`config.mk`:
```
export PLATFORM = sky130hd
export DESIGN_NAME = feedback_divider_control
export DESIGN_NICKNAME = d
export VERILOG_FILES = /design/src/fbdiv_pkg.sv /design/src/prescaler_stage.sv /design/src/feedback_divider_control.sv
export SDC_FILE = /design/constraint.sdc
export NUM_CORES = 1
export LEC_CHECK = 0
export BUFFER_PORTS_ARGS = -buffer_cell sky130_fd_sc_hd__buf_2
export CAP_MARGIN = 10
export CORE_MARGIN = 5
export CORE_UTILIZATION = 50
export DETAILED_ROUTE_END_ITERATION = 10
export MAX_ROUTING_LAYER = met4
export PLACE_DENSITY = 0.77
export SYNTH_ARGS = -nofsm -noshare
export SYNTH_HDL_FRONTEND = slang
export SYNTH_HIERARCHICAL = 1
export SYNTH_SLANG_ARGS = --single-unit
```
`constraint.sdc`:
```
create_clock -name clk -period 2.9 [get_ports clk]
set_input_delay 0.435 -clock clk [delete_from_list [all_inputs] [get_ports clk]]
set_output_delay 0.435 -clock clk [all_outputs]
set_load 0.005 [all_outputs]
```
`src/fbdiv_pkg.sv`:
```
// Shared constants for the feedback divider block and its prescaler stage.
package fbdiv_pkg;

  // ==========================================================================
  // Register map: register index, byte address is four times the index.
  localparam int unsigned ADDR_W        = 10;
  localparam int unsigned DATA_W        = 32;
  localparam int unsigned IDX_W         = 8;
  localparam logic [7:0]  IDX_REF_LO    = 8'h11;
  localparam logic [7:0]  IDX_REF_HI    = 8'h12;
  localparam logic [7:0]  IDX_SWALLOW   = 8'h13;
  localparam logic [7:0]  IDX_MAIN_LO   = 8'h14;
  localparam logic [7:0]  IDX_MAIN_HI   = 8'h15;
  localparam logic [7:0]  IDX_CTRL      = 8'h16;
  localparam logic [7:0]  IDX_STATUS    = 8'h1F;

  // ==========================================================================
  // Field widths and positions.
  localparam int unsigned SWALLOW_W     = 6;
  localparam int unsigned MAIN_W        = 13;
  localparam int unsigned MAIN_LO_W     = 8;
  localparam int unsigned MAIN_HI_W     = 5;
  localparam int unsigned REF_W         = 14;
  localparam int unsigned REF_LO_W      = 8;
  localparam int unsigned REF_HI_W      = 6;
  localparam int unsigned PSC_CNT_W     = 6;
  localparam int unsigned CTRL_W        = 8;
  localparam int unsigned BIT_CP_MID    = 7;
  localparam int unsigned BIT_RST_REF   = 6;
  localparam int unsigned BIT_RST_AB    = 5;
  localparam int unsigned BIT_RST_ALL   = 4;
  localparam int unsigned BIT_BYPASS    = 3;
  localparam int unsigned PSC_MSB       = 2;
  localparam int unsigned PSC_LSB       = 0;
  localparam int unsigned ST_AB_HELD    = 0;
  localparam int unsigned ST_REF_HELD   = 1;
  localparam int unsigned ST_HI_MOD     = 2;
  localparam int unsigned ST_DUAL       = 3;

  // ==========================================================================
  // Reset values.
  localparam logic [7:0]            CTRL_RST    = 8'h06;
  localparam logic [SWALLOW_W-1:0]  SWALLOW_RST = 6'h00;
  localparam logic [MAIN_W-1:0]     MAIN_RST    = 13'h0003;
  localparam logic [REF_W-1:0]      REF_RST     = 14'h0001;

  // ==========================================================================
  // Prescaler mode codes.
  localparam logic [2:0] PSC_FD1   = 3'h0;
  localparam logic [2:0] PSC_FD2   = 3'h1;
  localparam logic [2:0] PSC_DM2   = 3'h2;
  localparam logic [2:0] PSC_DM4   = 3'h3;
  localparam logic [2:0] PSC_DM8   = 3'h4;
  localparam logic [2:0] PSC_DM16  = 3'h5;
  localparam logic [2:0] PSC_DM32  = 3'h6;
  localparam logic [2:0] PSC_FD3   = 3'h7;
  localparam logic [PSC_CNT_W-1:0] RATIO_1  = 6'h01;
  localparam logic [PSC_CNT_W-1:0] RATIO_2  = 6'h02;
  localparam logic [PSC_CNT_W-1:0] RATIO_3  = 6'h03;
  localparam logic [PSC_CNT_W-1:0] RATIO_4  = 6'h04;
  localparam logic [PSC_CNT_W-1:0] RATIO_8  = 6'h08;
  localparam logic [PSC_CNT_W-1:0] RATIO_16 = 6'h10;
  localparam logic [PSC_CNT_W-1:0] RATIO_32 = 6'h20;

  // Base ratio of the prescaler for a mode code.
  function automatic logic [PSC_CNT_W-1:0] psc_base(input logic [2:0] code);
    logic [PSC_CNT_W-1:0] r;
    r = RATIO_1;
    case (code)
      PSC_FD1:  r = RATIO_1;
      PSC_FD2:  r = RATIO_2;
      PSC_DM2:  r = RATIO_2;
      PSC_DM4:  r = RATIO_4;
      PSC_DM8:  r = RATIO_8;
      PSC_DM16: r = RATIO_16;
      PSC_DM32: r = RATIO_32;
      default:  r = RATIO_3;
    endcase
    return r;
  endfunction

  // True for the dual-modulus codes.
  function automatic logic psc_dual(input logic [2:0] code);
    return (code != PSC_FD1) && (code != PSC_FD2) && (code != PSC_FD3);
  endfunction

endpackage

```
`src/prescaler_stage.sv`:
```
// Prescaler stage: divides a tick stream by a selectable ratio.
`timescale 1ns/1ps
module prescaler_stage #(
  parameter int unsigned CNT_W = fbdiv_pkg::PSC_CNT_W
) (
  input  wire logic             clk,
  input  wire logic             rst_n,
  input  wire logic             clear,
  input  wire logic             tick,
  input  wire logic [CNT_W-1:0] ratio,
  output logic                  pulse
);
  import fbdiv_pkg::*;

  typedef struct packed {
    logic [CNT_W-1:0] cnt;
    logic             pulse;
  } psc_state_t;

  psc_state_t s_r;
  psc_state_t s_nxt;

  // ==========================================================================
  // Counter: one pulse every ratio ticks; a ratio of one passes every tick.
  always_comb begin
    s_nxt       = s_r;
    s_nxt.pulse = 1'b0;
    if (clear) begin
      s_nxt.cnt = '0;
    end else if (tick) begin
      if (CNT_W'(s_r.cnt + 1'b1) >= ratio) begin
        s_nxt.cnt   = '0;
        s_nxt.pulse = 1'b1;
      end else begin
        s_nxt.cnt = CNT_W'(s_r.cnt + 1'b1);
      end
    end
  end

  always_ff @(posedge clk or negedge rst_n) begin
    if (!rst_n) begin
      s_r <= '0;
    end else begin
      s_r <= s_nxt;
    end
  end

  assign pulse = s_r.pulse;

endmodule

```
`src/feedback_divider_control.sv`:
```
// PLL feedback divider with its control register and Avalon-MM slave.
//
// Behaviour
// - The prescaler is one stage of the feedback divider, so the feedback ratio depends on it and on both counters.
// - With the main-counter bypass bit 3 clear, its reset state, the main counter divides by its programmed value.
// - With the bypass bit set, the main counter divides by one and the prescaler alone sets the feedback ratio.
// - In 2/3 mode the prescaler mixes divide by 2 and 3 while the swallow count is nonzero, else divides by 2.
// - In 4/5 mode the prescaler mixes divide by 4 and 5 while the swallow count is nonzero, else divides by 4.
// - In 8/9 mode the prescaler mixes divide by 8 and 9 while the swallow count is nonzero, else divides by 8.
// - In 16/17 mode it mixes divide by 16 and 17 while the swallow count is nonzero, else divides by 16.
// - In 32/33 mode it mixes divide by 32 and 33 while the swallow count is nonzero, else divides by 32.
//
// Added by the designer: the Avalon-MM register port.
`timescale 1ns/1ps
module feedback_divider_control (
  input  wire logic                        clk,
  input  wire logic                        rst_n,
  input  wire logic [fbdiv_pkg::ADDR_W-1:0] avs_address,
  input  wire logic                        avs_read,
  input  wire logic                        avs_write,
  input  wire logic [fbdiv_pkg::DATA_W-1:0] avs_writedata,
  input  wire logic [3:0]                  avs_byteenable,
  output logic      [fbdiv_pkg::DATA_W-1:0] avs_readdata,
  output logic                             avs_waitrequest,
  input  wire logic                        osc_in,
  input  wire logic                        ref_in,
  output logic                             ref_div_pulse,
  output logic                             fb_div_pulse,
  output logic                             cp_mid_level
);
  import fbdiv_pkg::*;

  typedef struct packed {
    logic                 ack;
    logic [DATA_W-1:0]    rdata;
    logic [CTRL_W-1:0]    ctrl;
    logic [SWALLOW_W-1:0] swallow;
    logic [MAIN_W-1:0]    main_div;
    logic [REF_W-1:0]     ref_div;
    logic [2:0]           osc_sync;
    logic                 osc_lvl;
    logic [2:0]           ref_sync;
    logic                 ref_lvl;
    logic [REF_W-1:0]     ref_cnt;
    logic [SWALLOW_W-1:0] a_cnt;
    logic [MAIN_W-1:0]    b_cnt;
    logic                 ref_pulse;
    logic                 fb_pulse;
  } top_state_t;

  top_state_t s_r;
  top_state_t s_nxt;

  logic                 req;
  logic [IDX_W-1:0]     idx;
  logic                 be0;
  logic [7:0]           wbyte;
  logic                 ab_hold;
  logic                 ref_hold;
  logic                 bypass;
  logic [2:0]           psc_code;
  logic                 dual;
  logic                 hi_mod;
  logic [PSC_CNT_W-1:0] psc_ratio;
  logic                 osc_edge;
  logic                 ref_edge;
  logic                 psc_pulse;
  logic [DATA_W-1:0]    status_word;

  // ==========================================================================
  // Decode of the control fields.
  assign req      = avs_read | avs_write;
  assign idx      = avs_address[ADDR_W-1:2];
  assign be0      = avs_byteenable[0];
  assign wbyte    = avs_writedata[7:0];
  assign bypass   = s_r.ctrl[BIT_BYPASS];
  assign psc_code = s_r.ctrl[PSC_MSB:PSC_LSB];
  assign ab_hold  = s_r.ctrl[BIT_RST_AB] | s_r.ctrl[BIT_RST_ALL];
  assign ref_hold = s_r.ctrl[BIT_RST_REF] | s_r.ctrl[BIT_RST_ALL];
  assign dual     = psc_dual(psc_code);

  // The extra count is taken only in dual-modulus modes while swallow
  // cycles remain, so a zero swallow value leaves the base ratio alone.
  assign hi_mod    = dual && (s_r.a_cnt != '0);
  assign psc_ratio = PSC_CNT_W'(psc_base(psc_code) + {5'h00, hi_mod});

  // A rising pin edge counts once the second and third stages agree on a new high level.
  assign osc_edge = (s_r.osc_sync[1] == s_r.osc_sync[2]) &&
                    s_r.osc_sync[2] && !s_r.osc_lvl;
  assign ref_edge = (s_r.ref_sync[1] == s_r.ref_sync[2]) &&
                    s_r.ref_sync[2] && !s_r.ref_lvl;

  assign status_word = {{(DATA_W-4){1'b0}}, dual, hi_mod, ref_hold, ab_hold};

  // ==========================================================================
  // Prescaler stage, cleared together with the swallow and main counters.
  prescaler_stage #(
    .CNT_W (PSC_CNT_W)
  ) prescaler_stage_i (
    .clk   (clk),
    .rst_n (rst_n),
    .clear (ab_hold),
    .tick  (osc_edge),
    .ratio (psc_ratio),
    .pulse (psc_pulse)
  );

  // ==========================================================================
  // Next-state logic.
  always_comb begin
    s_nxt           = s_r;
    s_nxt.ref_pulse = 1'b0;
    s_nxt.fb_pulse  = 1'b0;

    // Bus slave: one wait cycle, then the access completes.
    s_nxt.ack = req && !s_r.ack;
    if (avs_read && !s_r.ack) begin
      if (idx == IDX_REF_LO) begin
        s_nxt.rdata = DATA_W'(s_r.ref_div[REF_LO_W-1:0]);
      end else if (idx == IDX_REF_HI) begin
        s_nxt.rdata = DATA_W'(s_r.ref_div[REF_W-1:REF_LO_W]);
      end else if (idx == IDX_SWALLOW) begin
        s_nxt.rdata = DATA_W'(s_r.swallow);
      end else if (idx == IDX_MAIN_LO) begin
        s_nxt.rdata = DATA_W'(s_r.main_div[MAIN_LO_W-1:0]);
      end else if (idx == IDX_MAIN_HI) begin
        s_nxt.rdata = DATA_W'(s_r.main_div[MAIN_W-1:MAIN_LO_W]);
      end else if (idx == IDX_CTRL) begin
        s_nxt.rdata = DATA_W'(s_r.ctrl);
      end else if (idx == IDX_STATUS) begin
        s_nxt.rdata = status_word;
      end else begin
        s_nxt.rdata = '0;
      end
    end
    if (avs_write && s_r.ack && be0) begin
      if (idx == IDX_REF_LO) begin
        s_nxt.ref_div[REF_LO_W-1:0] = wbyte;
      end else if (idx == IDX_REF_HI) begin
        s_nxt.ref_div[REF_W-1:REF_LO_W] = wbyte[REF_HI_W-1:0];
      end else if (idx == IDX_SWALLOW) begin
        s_nxt.swallow = wbyte[SWALLOW_W-1:0];
      end else if (idx == IDX_MAIN_LO) begin
        s_nxt.main_div[MAIN_LO_W-1:0] = wbyte;
      end else if (idx == IDX_MAIN_HI) begin
        s_nxt.main_div[MAIN_W-1:MAIN_LO_W] = wbyte[MAIN_HI_W-1:0];
      end else if (idx == IDX_CTRL) begin
        s_nxt.ctrl = wbyte;
      end
    end

    // Pin synchronisers and filtered levels.
    s_nxt.osc_sync = {s_r.osc_sync[1:0], osc_in};
    s_nxt.ref_sync = {s_r.ref_sync[1:0], ref_in};
    if (s_r.osc_sync[1] == s_r.osc_sync[2]) begin
      s_nxt.osc_lvl = s_r.osc_sync[2];
    end
    if (s_r.ref_sync[1] == s_r.ref_sync[2]) begin
      s_nxt.ref_lvl = s_r.ref_sync[2];
    end

    // Reference counter; a programmed zero acts as divide by one.
    if (ref_hold) begin
      s_nxt.ref_cnt = '0;
    end else if (ref_edge) begin
      if (REF_W'(s_r.ref_cnt + 1'b1) >= s_r.ref_div) begin
        s_nxt.ref_cnt   = '0;
        s_nxt.ref_pulse = 1'b1;
      end else begin
        s_nxt.ref_cnt = REF_W'(s_r.ref_cnt + 1'b1);
      end
    end

    // Swallow and main counters, stepped by each prescaler output so, in dual-modulus modes with bypass
    // clear, the feedback ratio comes to prescaler times main plus swallow.
    if (ab_hold) begin
      s_nxt.a_cnt = s_r.swallow;
      s_nxt.b_cnt = s_r.main_div;
    end else if (psc_pulse) begin
      if (bypass || s_r.b_cnt <= MAIN_W'(1)) begin
        s_nxt.fb_pulse = 1'b1;
        s_nxt.a_cnt    = s_r.swallow;
        s_nxt.b_cnt    = s_r.main_div;
      end else begin
        s_nxt.b_cnt = MAIN_W'(s_r.b_cnt - 1'b1);
        if (s_r.a_cnt != '0) begin
          s_nxt.a_cnt = SWALLOW_W'(s_r.a_cnt - 1'b1);
        end
      end
    end
  end

  // ==========================================================================
  // State register.
  always_ff @(posedge clk or negedge rst_n) begin
    if (!rst_n) begin
      s_r          <= '0;
      s_r.ctrl     <= CTRL_RST;
      s_r.swallow  <= SWALLOW_RST;
      s_r.main_div <= MAIN_RST;
      s_r.ref_div  <= REF_RST;
      s_r.a_cnt    <= SWALLOW_RST;
      s_r.b_cnt    <= MAIN_RST;
    end else begin
      s_r <= s_nxt;
    end
  end

  // ==========================================================================
  // Outputs.
  assign avs_waitrequest = req && !s_r.ack;
  assign avs_readdata    = s_r.rdata;
  assign ref_div_pulse   = s_r.ref_pulse;
  assign fb_div_pulse    = s_r.fb_pulse;
  assign cp_mid_level    = s_r.ctrl[BIT_CP_MID];

endmodule

```
==> results of run 1 <==
[power by group]
| part | internal [mW] | switching [mW] | total [mW] |
|---|---|---|---|
| sequential | 1.56 | 0.159 | 1.71 |
| combinational | 0.548 | 0.638 | 1.19 |
| clock | 0.802 | 0.515 | 1.32 |
| total | 2.91 | 1.31 | 4.22 |
[layer usage]
metal  track usage  share of wire  routed length, um  vias to the layer above
li1              -              -                  -                     2453
met1         0.262           0.40               6320                     2595
met4        0.0574          0.021                331                        0
met3        0.0424          0.046                723                       30
met2         0.397           0.53               8390                      159
met5             -              0                  0                        -
[sequential cells by signal, summed over array words and instances, names as in the netlist]
register,cells
psc_code,3
prescaler_stage_i/s_r,6
avs_readdata,8
s_nxt,4
cp_mid_level,1
ref_div_pulse,1
s_r,74
fb_div_pulse,1
bypass,1
prescaler_stage_i/pulse,1
[cell type report]
type / instances / area [um^2] / share of cell area
inverter: 35 / 131 / 0.0178
tap: 147 / 184 / 0.0250
clock inverter: 4 / 72.6 / 0.00985
timing repair buffer: 104 / 726 / 0.0985
multi-input combinational: 470 / 3490 / 0.473
sequential: 100 / 2510 / 0.341
clock buffer: 12 / 256 / 0.0348
[synthesized netlist by cell type, types with 8 or more instances]
cell,instances
o21ai_0,28
a22oi_1,11
nand3_1,27
a21oi_1,16
o22ai_1,8
nor3_1,14
or3_1,9
nor2_1,35
mux2i_1,9
mux2_2,46
nand2b_1,11
xnor2_1,9
nand2_1,56
ha_1,29
dfrtp_1,93
buf_4,32
nor4_1,11
nand4_1,12
clkbuf_1,15
inv_1,35
[through the flow]
| step | std cells | hold WS [ns] |
|---|---|---|
| after floorplan | 659 | 0.139 |
| after global placement | 844 | 0.335 |
| after detailed placement | 844 | 0.341 |
| after CTS | 865 | 0.130 |
| after global routing | 872 | 0.157 |
| final | 872 | 0.108 |
[logic make-up after synthesis]
group | after synthesis
fa+ha+maj | 29
compound gates | 136
flops | 100
xor+xnor | 12
mux | 55
simple gates | 214
buf+inv | 89
other cells | 1
[what timing repair did]
item                                    CTS  global route
endpoints found under the setup margin   14            19
buffers inserted                          6             7
pin swaps                                30            17
gates resized for setup                  26            19
[critical path, cell delays in order (launching register included)]
cell     delay (ns)
dfrtp_1        0.37
and3_4         0.19
nand4_1        0.19
o31a_1         0.37
or2_4          0.26
ha_4           0.25
buf_6          0.12
a21o_1         0.17
or3_4          0.39
buf_6          0.14
or4_4          0.40
mux2i_1        0.13
[worst paths after layout]
| check | to | cells past startpoint | start |
|---|---|---|---|
| max in group asynchronous | s_r[58] | 2 | rst_n |
| worst min register to register | s_nxt[38] | 0 | s_nxt[37] |
| worst min-delay path | s_r[26] | 1 | rst_n |
| worst max register to register | s_r[29] | 11 | s_r[25] |
| min in group clk | s_nxt[41] | 1 | osc_in |
| worst max-delay path | s_r[29] | 11 | s_r[25] |
==> out/metrics.csv, run 1 <==
stage,metric,value,unit
sta,clk_skew,0.00613,ns
sta,Hold Fails Final Rpt,0,
final_layout,"most common cell after layout, fill and taps aside",dfrtp_1,
yosys,Post-Synthesis Cells,636,
drt,vias per inst,6.01,
drt,DRC,0,
sta,Rel. slew slack,0.545,
global_routing,largest net degree at the start of global routing,55,
clock_tree,Num CTS Buffers,9,
clock_tree,H-tree levels,3,
yosys,"Top FF cell, synth",dfrtp_1,
worst_setup_path,CP max FO,5,
clock_tree,hold buffer count at cts,0,
status,outcome,"complete, but fails checks",
yosys,adder-cell area share of the yosys netlist,0.0590,
yosys,register area share after synthesis,0.409,
yosys,number of synthesis warnings,6,
die,Die Ht,121,um
power_and_ir_drop,Max VDD drop,647,uV
worst_setup_path,Critical Path Sink Type,flip-flop,
drt,antenna violation net count after detailed routing,0,
run,Max-cap violations,0,
global_routing,total track usage,0.224,
final_layout,Layout fillers,978,
die,Die Wd,121,um
final_layout,design area,7370,um^2
sta,upper clock frequency limit,328,MHz
die,Row Count,40,
yosys,average size of a mapped cell,9.66,um^2
die,Core Area,12000,um^2
worst_setup_path,R2R setup slack,-0.15,ns
place,Place WS,-0.210,ns
clock_tree,clk_lat worst skew,0.35,ns
place,post-placement cell area,6730,um^2
worst_setup_path,Crit path required time,3.17,ns
yosys,post-synthesis xor/xnor area fraction,0.0171,
final_layout,Final nets,801,
sta,post-route setup slack,-0.152,ns
power_and_ir_drop,Pwr Density,572,nW/um^2
yosys,Synth area leader,dfrtp_1,
yosys,"EDFF count, synth",0,
power_and_ir_drop,Design Power,4.22,mW
drt,DR iter-0 viols,408,
global_routing,GR Overflow Total,0,
sta,crit share post-route,1.05,
final_layout,area grow syn2layout,19.9,%
place,IO Port Bufs,34,
yosys,post-synthesis mux area share,0.0989,
final_layout,ANT cells,0,
drt,via count,5237,
yosys,Post-Synth Simple-Gate Area,0.181,
worst_setup_path,startpoint types,flip-flop,
sta,count of final max-slew check failures,0,
place,GPL Wtd Cong,0.911,
yosys,main combinational cell family by area after synthesis,simple AND/OR/NAND/NOR gates,
drt,first-pass iteration count of the detailed router,5,
global_routing,first-pass GRT wire length,25.5,mm
global_routing,antenna violations before repair,0,
sta,slew of the pin with the lowest slew margin,0.683,ns
status,violated checks,setup timing,
final_layout,highest-count cells in the layout ignoring fill and taps,"dfrtp_1, buf_4, nand2_1",
die,I/O Pins,88,
drt,routed len/inst,18.1,um
worst_setup_path,kind of critical path,reg -> reg,
power_and_ir_drop,leakage,3.35,nW
worst_setup_path,Critical Path AT,3.33,ns
sta,RSZ-0062 raised after global routing,true,
clock_tree,buffer levels on the longest clock path,2,
yosys,"Async S/R FF share, synth",1.00,
clock_tree,TritonCTS clock tree,yes,
yosys,Synth Area in Compound Gates,0.158,
yosys,count of cell types in the netlist,73,
clock_tree,CTS root buf,clkbuf_16,
clock_tree,Clock Sink Count,100,
clock_tree,clock transition at the registers of the reported paths,0.06,ns
sta,Setup-failing EPs final,12,
final_layout,layout cells sized above 1,0.303,
die,DIE AREA,14600,um^2
yosys,Yosys reg bits,100,
die,starting density of the core,0.512,
hold_path,Hold Path Class,in -> async,
global_routing,vias in the first global route,5188,
yosys,synthesized area,6150,um^2
yosys,Area contributors post-synth,"dfrtp_1, mux2_2, ha_1, buf_4, nand2_1",
final_layout,final core utilization,0.613,
place,HPWL after DPL,11.6,mm
sta,Period minus WS final,3.05,ns
drt,final WL,15.8,mm
yosys,top-area cell type share of the netlist area,0.379,
sta,setup_tns,-1.07,ns
(Power assumes the default switching activity.)
==> run 2, diff against run 1 <==
--- a/config.mk
+++ b/config.mk
@@ -7,5 +7,5 @@
 export LEC_CHECK = 0
 export BUFFER_PORTS_ARGS = -buffer_cell sky130_fd_sc_hd__buf_2
-export CAP_MARGIN = 10
+export CAP_MARGIN = 20
 export CORE_MARGIN = 5
 export CORE_UTILIZATION = 50
==> constraint.sdc (replaced) <==
create_clock -name clk -period 2.9 [get_ports clk]
set_input_delay 0.145 -clock clk [delete_from_list [all_inputs] [get_ports clk]]
set_output_delay 0.145 -clock clk [all_outputs]
set_load 0.005 [all_outputs]
==> run 2 against run 1 <==
Effect of this change:
- the flow still finishes with violations (setup timing)
- count of clock-buffer cells in the layout is the same
- sequential share of layout area shrank 0.33 points
- setup slack gained 0.10 ns
- die area is the same
- clock skew grew 0.0030 ns
- sequential cell count is the same
- sequential power is essentially flat
- global-route usage grew 0.46 points
- non-clock buffer count grew 12
- core utilization grew 0.59 points
- critical endpoint is now s_r[33]
==> out/metrics.csv, run 2 (synthesized netlist as in run 1, its figures left out) <==
stage,metric,value,unit,change
die,Die Ht,121,um,unchanged
die,Die Wd,121,um,unchanged
global_routing,vias in the first global route,5216,,was 5188
sta,slew of the pin with the lowest slew margin,0.722,ns,was 0.683 ns
worst_setup_path,Critical Path AT,3.18,ns,was 3.33 ns
clock_tree,buffer levels on the longest clock path,2,,unchanged
worst_setup_path,critical path's slowest cell,dfrtp_1,,was or4_4
status,violated checks,setup timing,,unchanged
sta,Period minus WS final,2.95,ns,was 3.05 ns
global_routing,total track usage,0.229,,was 0.224
sta,crit share post-route,1.02,,was 1.05
die,starting density of the core,0.512,,unchanged
final_layout,"most common cell after layout, fill and taps aside",dfrtp_1,,unchanged
global_routing,met3 Usage GRT,0.0443,,was 0.0424
global_routing,met2 GRT Util,0.399,,was 0.397
drt,via count,5356,,was 5237
drt,vias per inst,6.06,,was 6.01
place,GPL Wtd Cong,0.920,,was 0.911
clock_tree,TritonCTS clock tree,yes,,unchanged
drt,DRC,0,,unchanged
global_routing,Most Crowded Layer GR,met2,,unchanged
sta,Setup-failing EPs final,4,,was 12
final_layout,FF/Latch Area,2510,um^2,unchanged
drt,antenna violation net count after detailed routing,0,,unchanged
sta,Hold Fails Final Rpt,0,,unchanged
sta,hold_ws,0.0665,ns,was 0.108 ns
clock_tree,Num CTS Buffers,9,,unchanged
worst_setup_path,"slowest stage delay, CP",0.36,ns,was 0.40 ns
power_and_ir_drop,Pwr Density,556,nW/um^2,was 572 nW/um^2
worst_setup_path,"delay-heaviest family, CP",compound AO/OA/AOI/OAI gates,,was simple AND/OR/NAND/NOR gates
worst_setup_path,Crit path required time,3.13,ns,was 3.17 ns
place,IO Port Bufs,34,,unchanged
global_routing,largest net degree at the start of global routing,54,,was 55
drt,DR iter-0 viols,438,,was 408
final_layout,highest-count cells in the layout ignoring fill and taps,"dfrtp_1, buf_4, nand2_1",,unchanged
sta,upper clock frequency limit,339,MHz,was 328 MHz
sta,count of final max-slew check failures,0,,unchanged
final_layout,Layout fillers,952,,was 978
global_routing,antenna violations before repair,0,,unchanged
global_routing,GR Overflow Total,0,,unchanged
die,Row Count,40,,unchanged
final_layout,area of the multi-input gates,3510,um^2,was 3490 um^2
worst_setup_path,sequence of cells on the critical path,"buf_6, ha_4, nand4_1, nor3_2, buf_4, xor2_2, ha_1, nand4_1, a211oi_2, o31a_1, nor3_2, buf_4, a221o_1",,"was and3_4, nand4_1, o31a_1, or2_4, ha_4, buf_6, a21o_1, or3_4, buf_6, or4_4, mux2i_1"
final_layout,layout cells sized above 1,0.307,,was 0.303
power_and_ir_drop,Internal,2.80,mW,was 2.91 mW
power_and_ir_drop,Clk pwr share,0.289,,was 0.312
drt,routed len/inst,18.5,um,was 18.1 um
global_routing,first-pass GRT wire length,26.0,mm,was 25.5 mm
die,Core Area,12000,um^2,unchanged
power_and_ir_drop,sequential power share,0.413,,was 0.406
place,Place WS,-0.306,ns,was -0.210 ns
sta,Rel. slew slack,0.519,,was 0.545
clock_tree,clk_lat worst skew,0.35,ns,about the same
final_layout,ANT cells,0,,unchanged
power_and_ir_drop,Comb pwr share,0.298,,was 0.281
final_layout,largest register by flop count,s_r,,unchanged
sta,clk_skew,0.00913,ns,was 0.00613 ns
clock_tree,clock transition at the registers of the reported paths,0.07,ns,was 0.06 ns
sta,post-route setup slack,-0.0496,ns,was -0.152 ns
final_layout,Final nets,813,,was 801
run,Max-cap violations,0,,unchanged
power_and_ir_drop,Sw Share,0.323,,was 0.311
drt,final WL,16.4,mm,was 15.8 mm
place,HPWL after DPL,11.8,mm,was 11.6 mm
worst_setup_path,Critical Path Sink Type,flip-flop,,unchanged
power_and_ir_drop,Sw Pwr,1.34,mW,was 1.31 mW
worst_setup_path,CP Buf/Inv Count,3,,was 2
hold_path,Hold Path Class,in -> reg,,was in -> async
final_layout,Largest register FFs,74,,unchanged
final_layout,area grow syn2layout,21.0,%,was 19.9%
die,DIE AREA,14600,um^2,unchanged
worst_setup_path,CP max FO,5,,unchanged
sta,setup_tns,-0.114,ns,was -1.07 ns
clock_tree,Clock Sink Count,100,,unchanged
status,outcome,"complete, but fails checks",,unchanged
power_and_ir_drop,leakage,3.38,nW,was 3.35 nW
global_routing,grt met1 use,0.262,,about the same
die,I/O Pins,88,,unchanged
drt,first-pass iteration count of the detailed router,5,,unchanged
power_and_ir_drop,Max VDD drop,582,uV,was 647 uV
worst_setup_path,kind of critical path,reg -> reg,,unchanged
sta,RSZ-0062 raised after global routing,true,,unchanged
clock_tree,H-tree levels,3,,unchanged
clock_tree,CTS root buf,clkbuf_16,,unchanged
worst_setup_path,startpoint types,flip-flop,,unchanged
[run 2: timing repair]
item	4_1_cts	5_1_grt
resized for setup	22	25
hold endpoints to repair	49	0
hold buffers	3	0
pin swaps	20	27
endpoints found under the setup margin	19	20
setup buffers	17	9
[run 2: power by group through the flow]
stage	Combinational, mW	Sequential [mW]	Clock, mW
4_1_cts	1.12	1.70	1.21
3_5_place_dp	1.04	1.72	0
6_report	1.23	1.71	1.20
5_1_grt	1.35	1.73	1.26
2_1_floorplan	0.685	1.69	0
3_3_place_gp	0.977	1.71	0
[run 2: final timing paths]
| kind | startpoint | end | slack [ns] | cells past startpoint |
|---|---|---|---|---|
| min | avs_write | s_r[116] | 0.07 | 3 |
| max | s_r[21] | s_r[33] | -0.05 | 13 |
| max reg2reg | s_r[21] | s_r[33] | -0.05 | 13 |
| min reg2reg | s_nxt[37] | s_nxt[38] | 0.35 | 0 |
| max in group asynchronous | rst_n | s_r[43] | 1.69 | 3 |
| min in group asynchronous | rst_n | s_r[25] | 0.37 | 2 |
[run 2: worst register-to-register path: cells and delay by family (launching register included)]
family	cells	cell delay, ns
buf+inv	3	0.46
fa+ha+maj	2	0.43
compound gates	3	0.82
xor+xnor	1	0.07
flops	1	0.36
simple gates	4	0.69
[run 2: cell type report]
cell class,instances,share of cell area
clock buffers,12,0.0318
clock inverters,4,0.00690
inverters,35,0.0177
multi-input cells,470,0.472
flip-flops and latches,100,0.338
well taps,147,0.0247
repair buffers,116,0.110
[run 2: through the flow]
stage               cells  cell area (um^2)   util  power (mW)
finish                884              7440  0.619        4.14
global route          884              7440  0.619        4.34
CTS                   876              7240  0.603        4.03
detailed placement    840              6690  0.557        2.77
global placement      840              6690  0.557        2.69
floorplan             659              6260      -        2.37
[run 2: routing by layer]
metal / up-vias / share of wire
li1: 2486 / -
met1: 2617 / 0.39
met2: 208 / 0.52
met3: 45 / 0.053
met4: 0 / 0.029
met5: - / 0
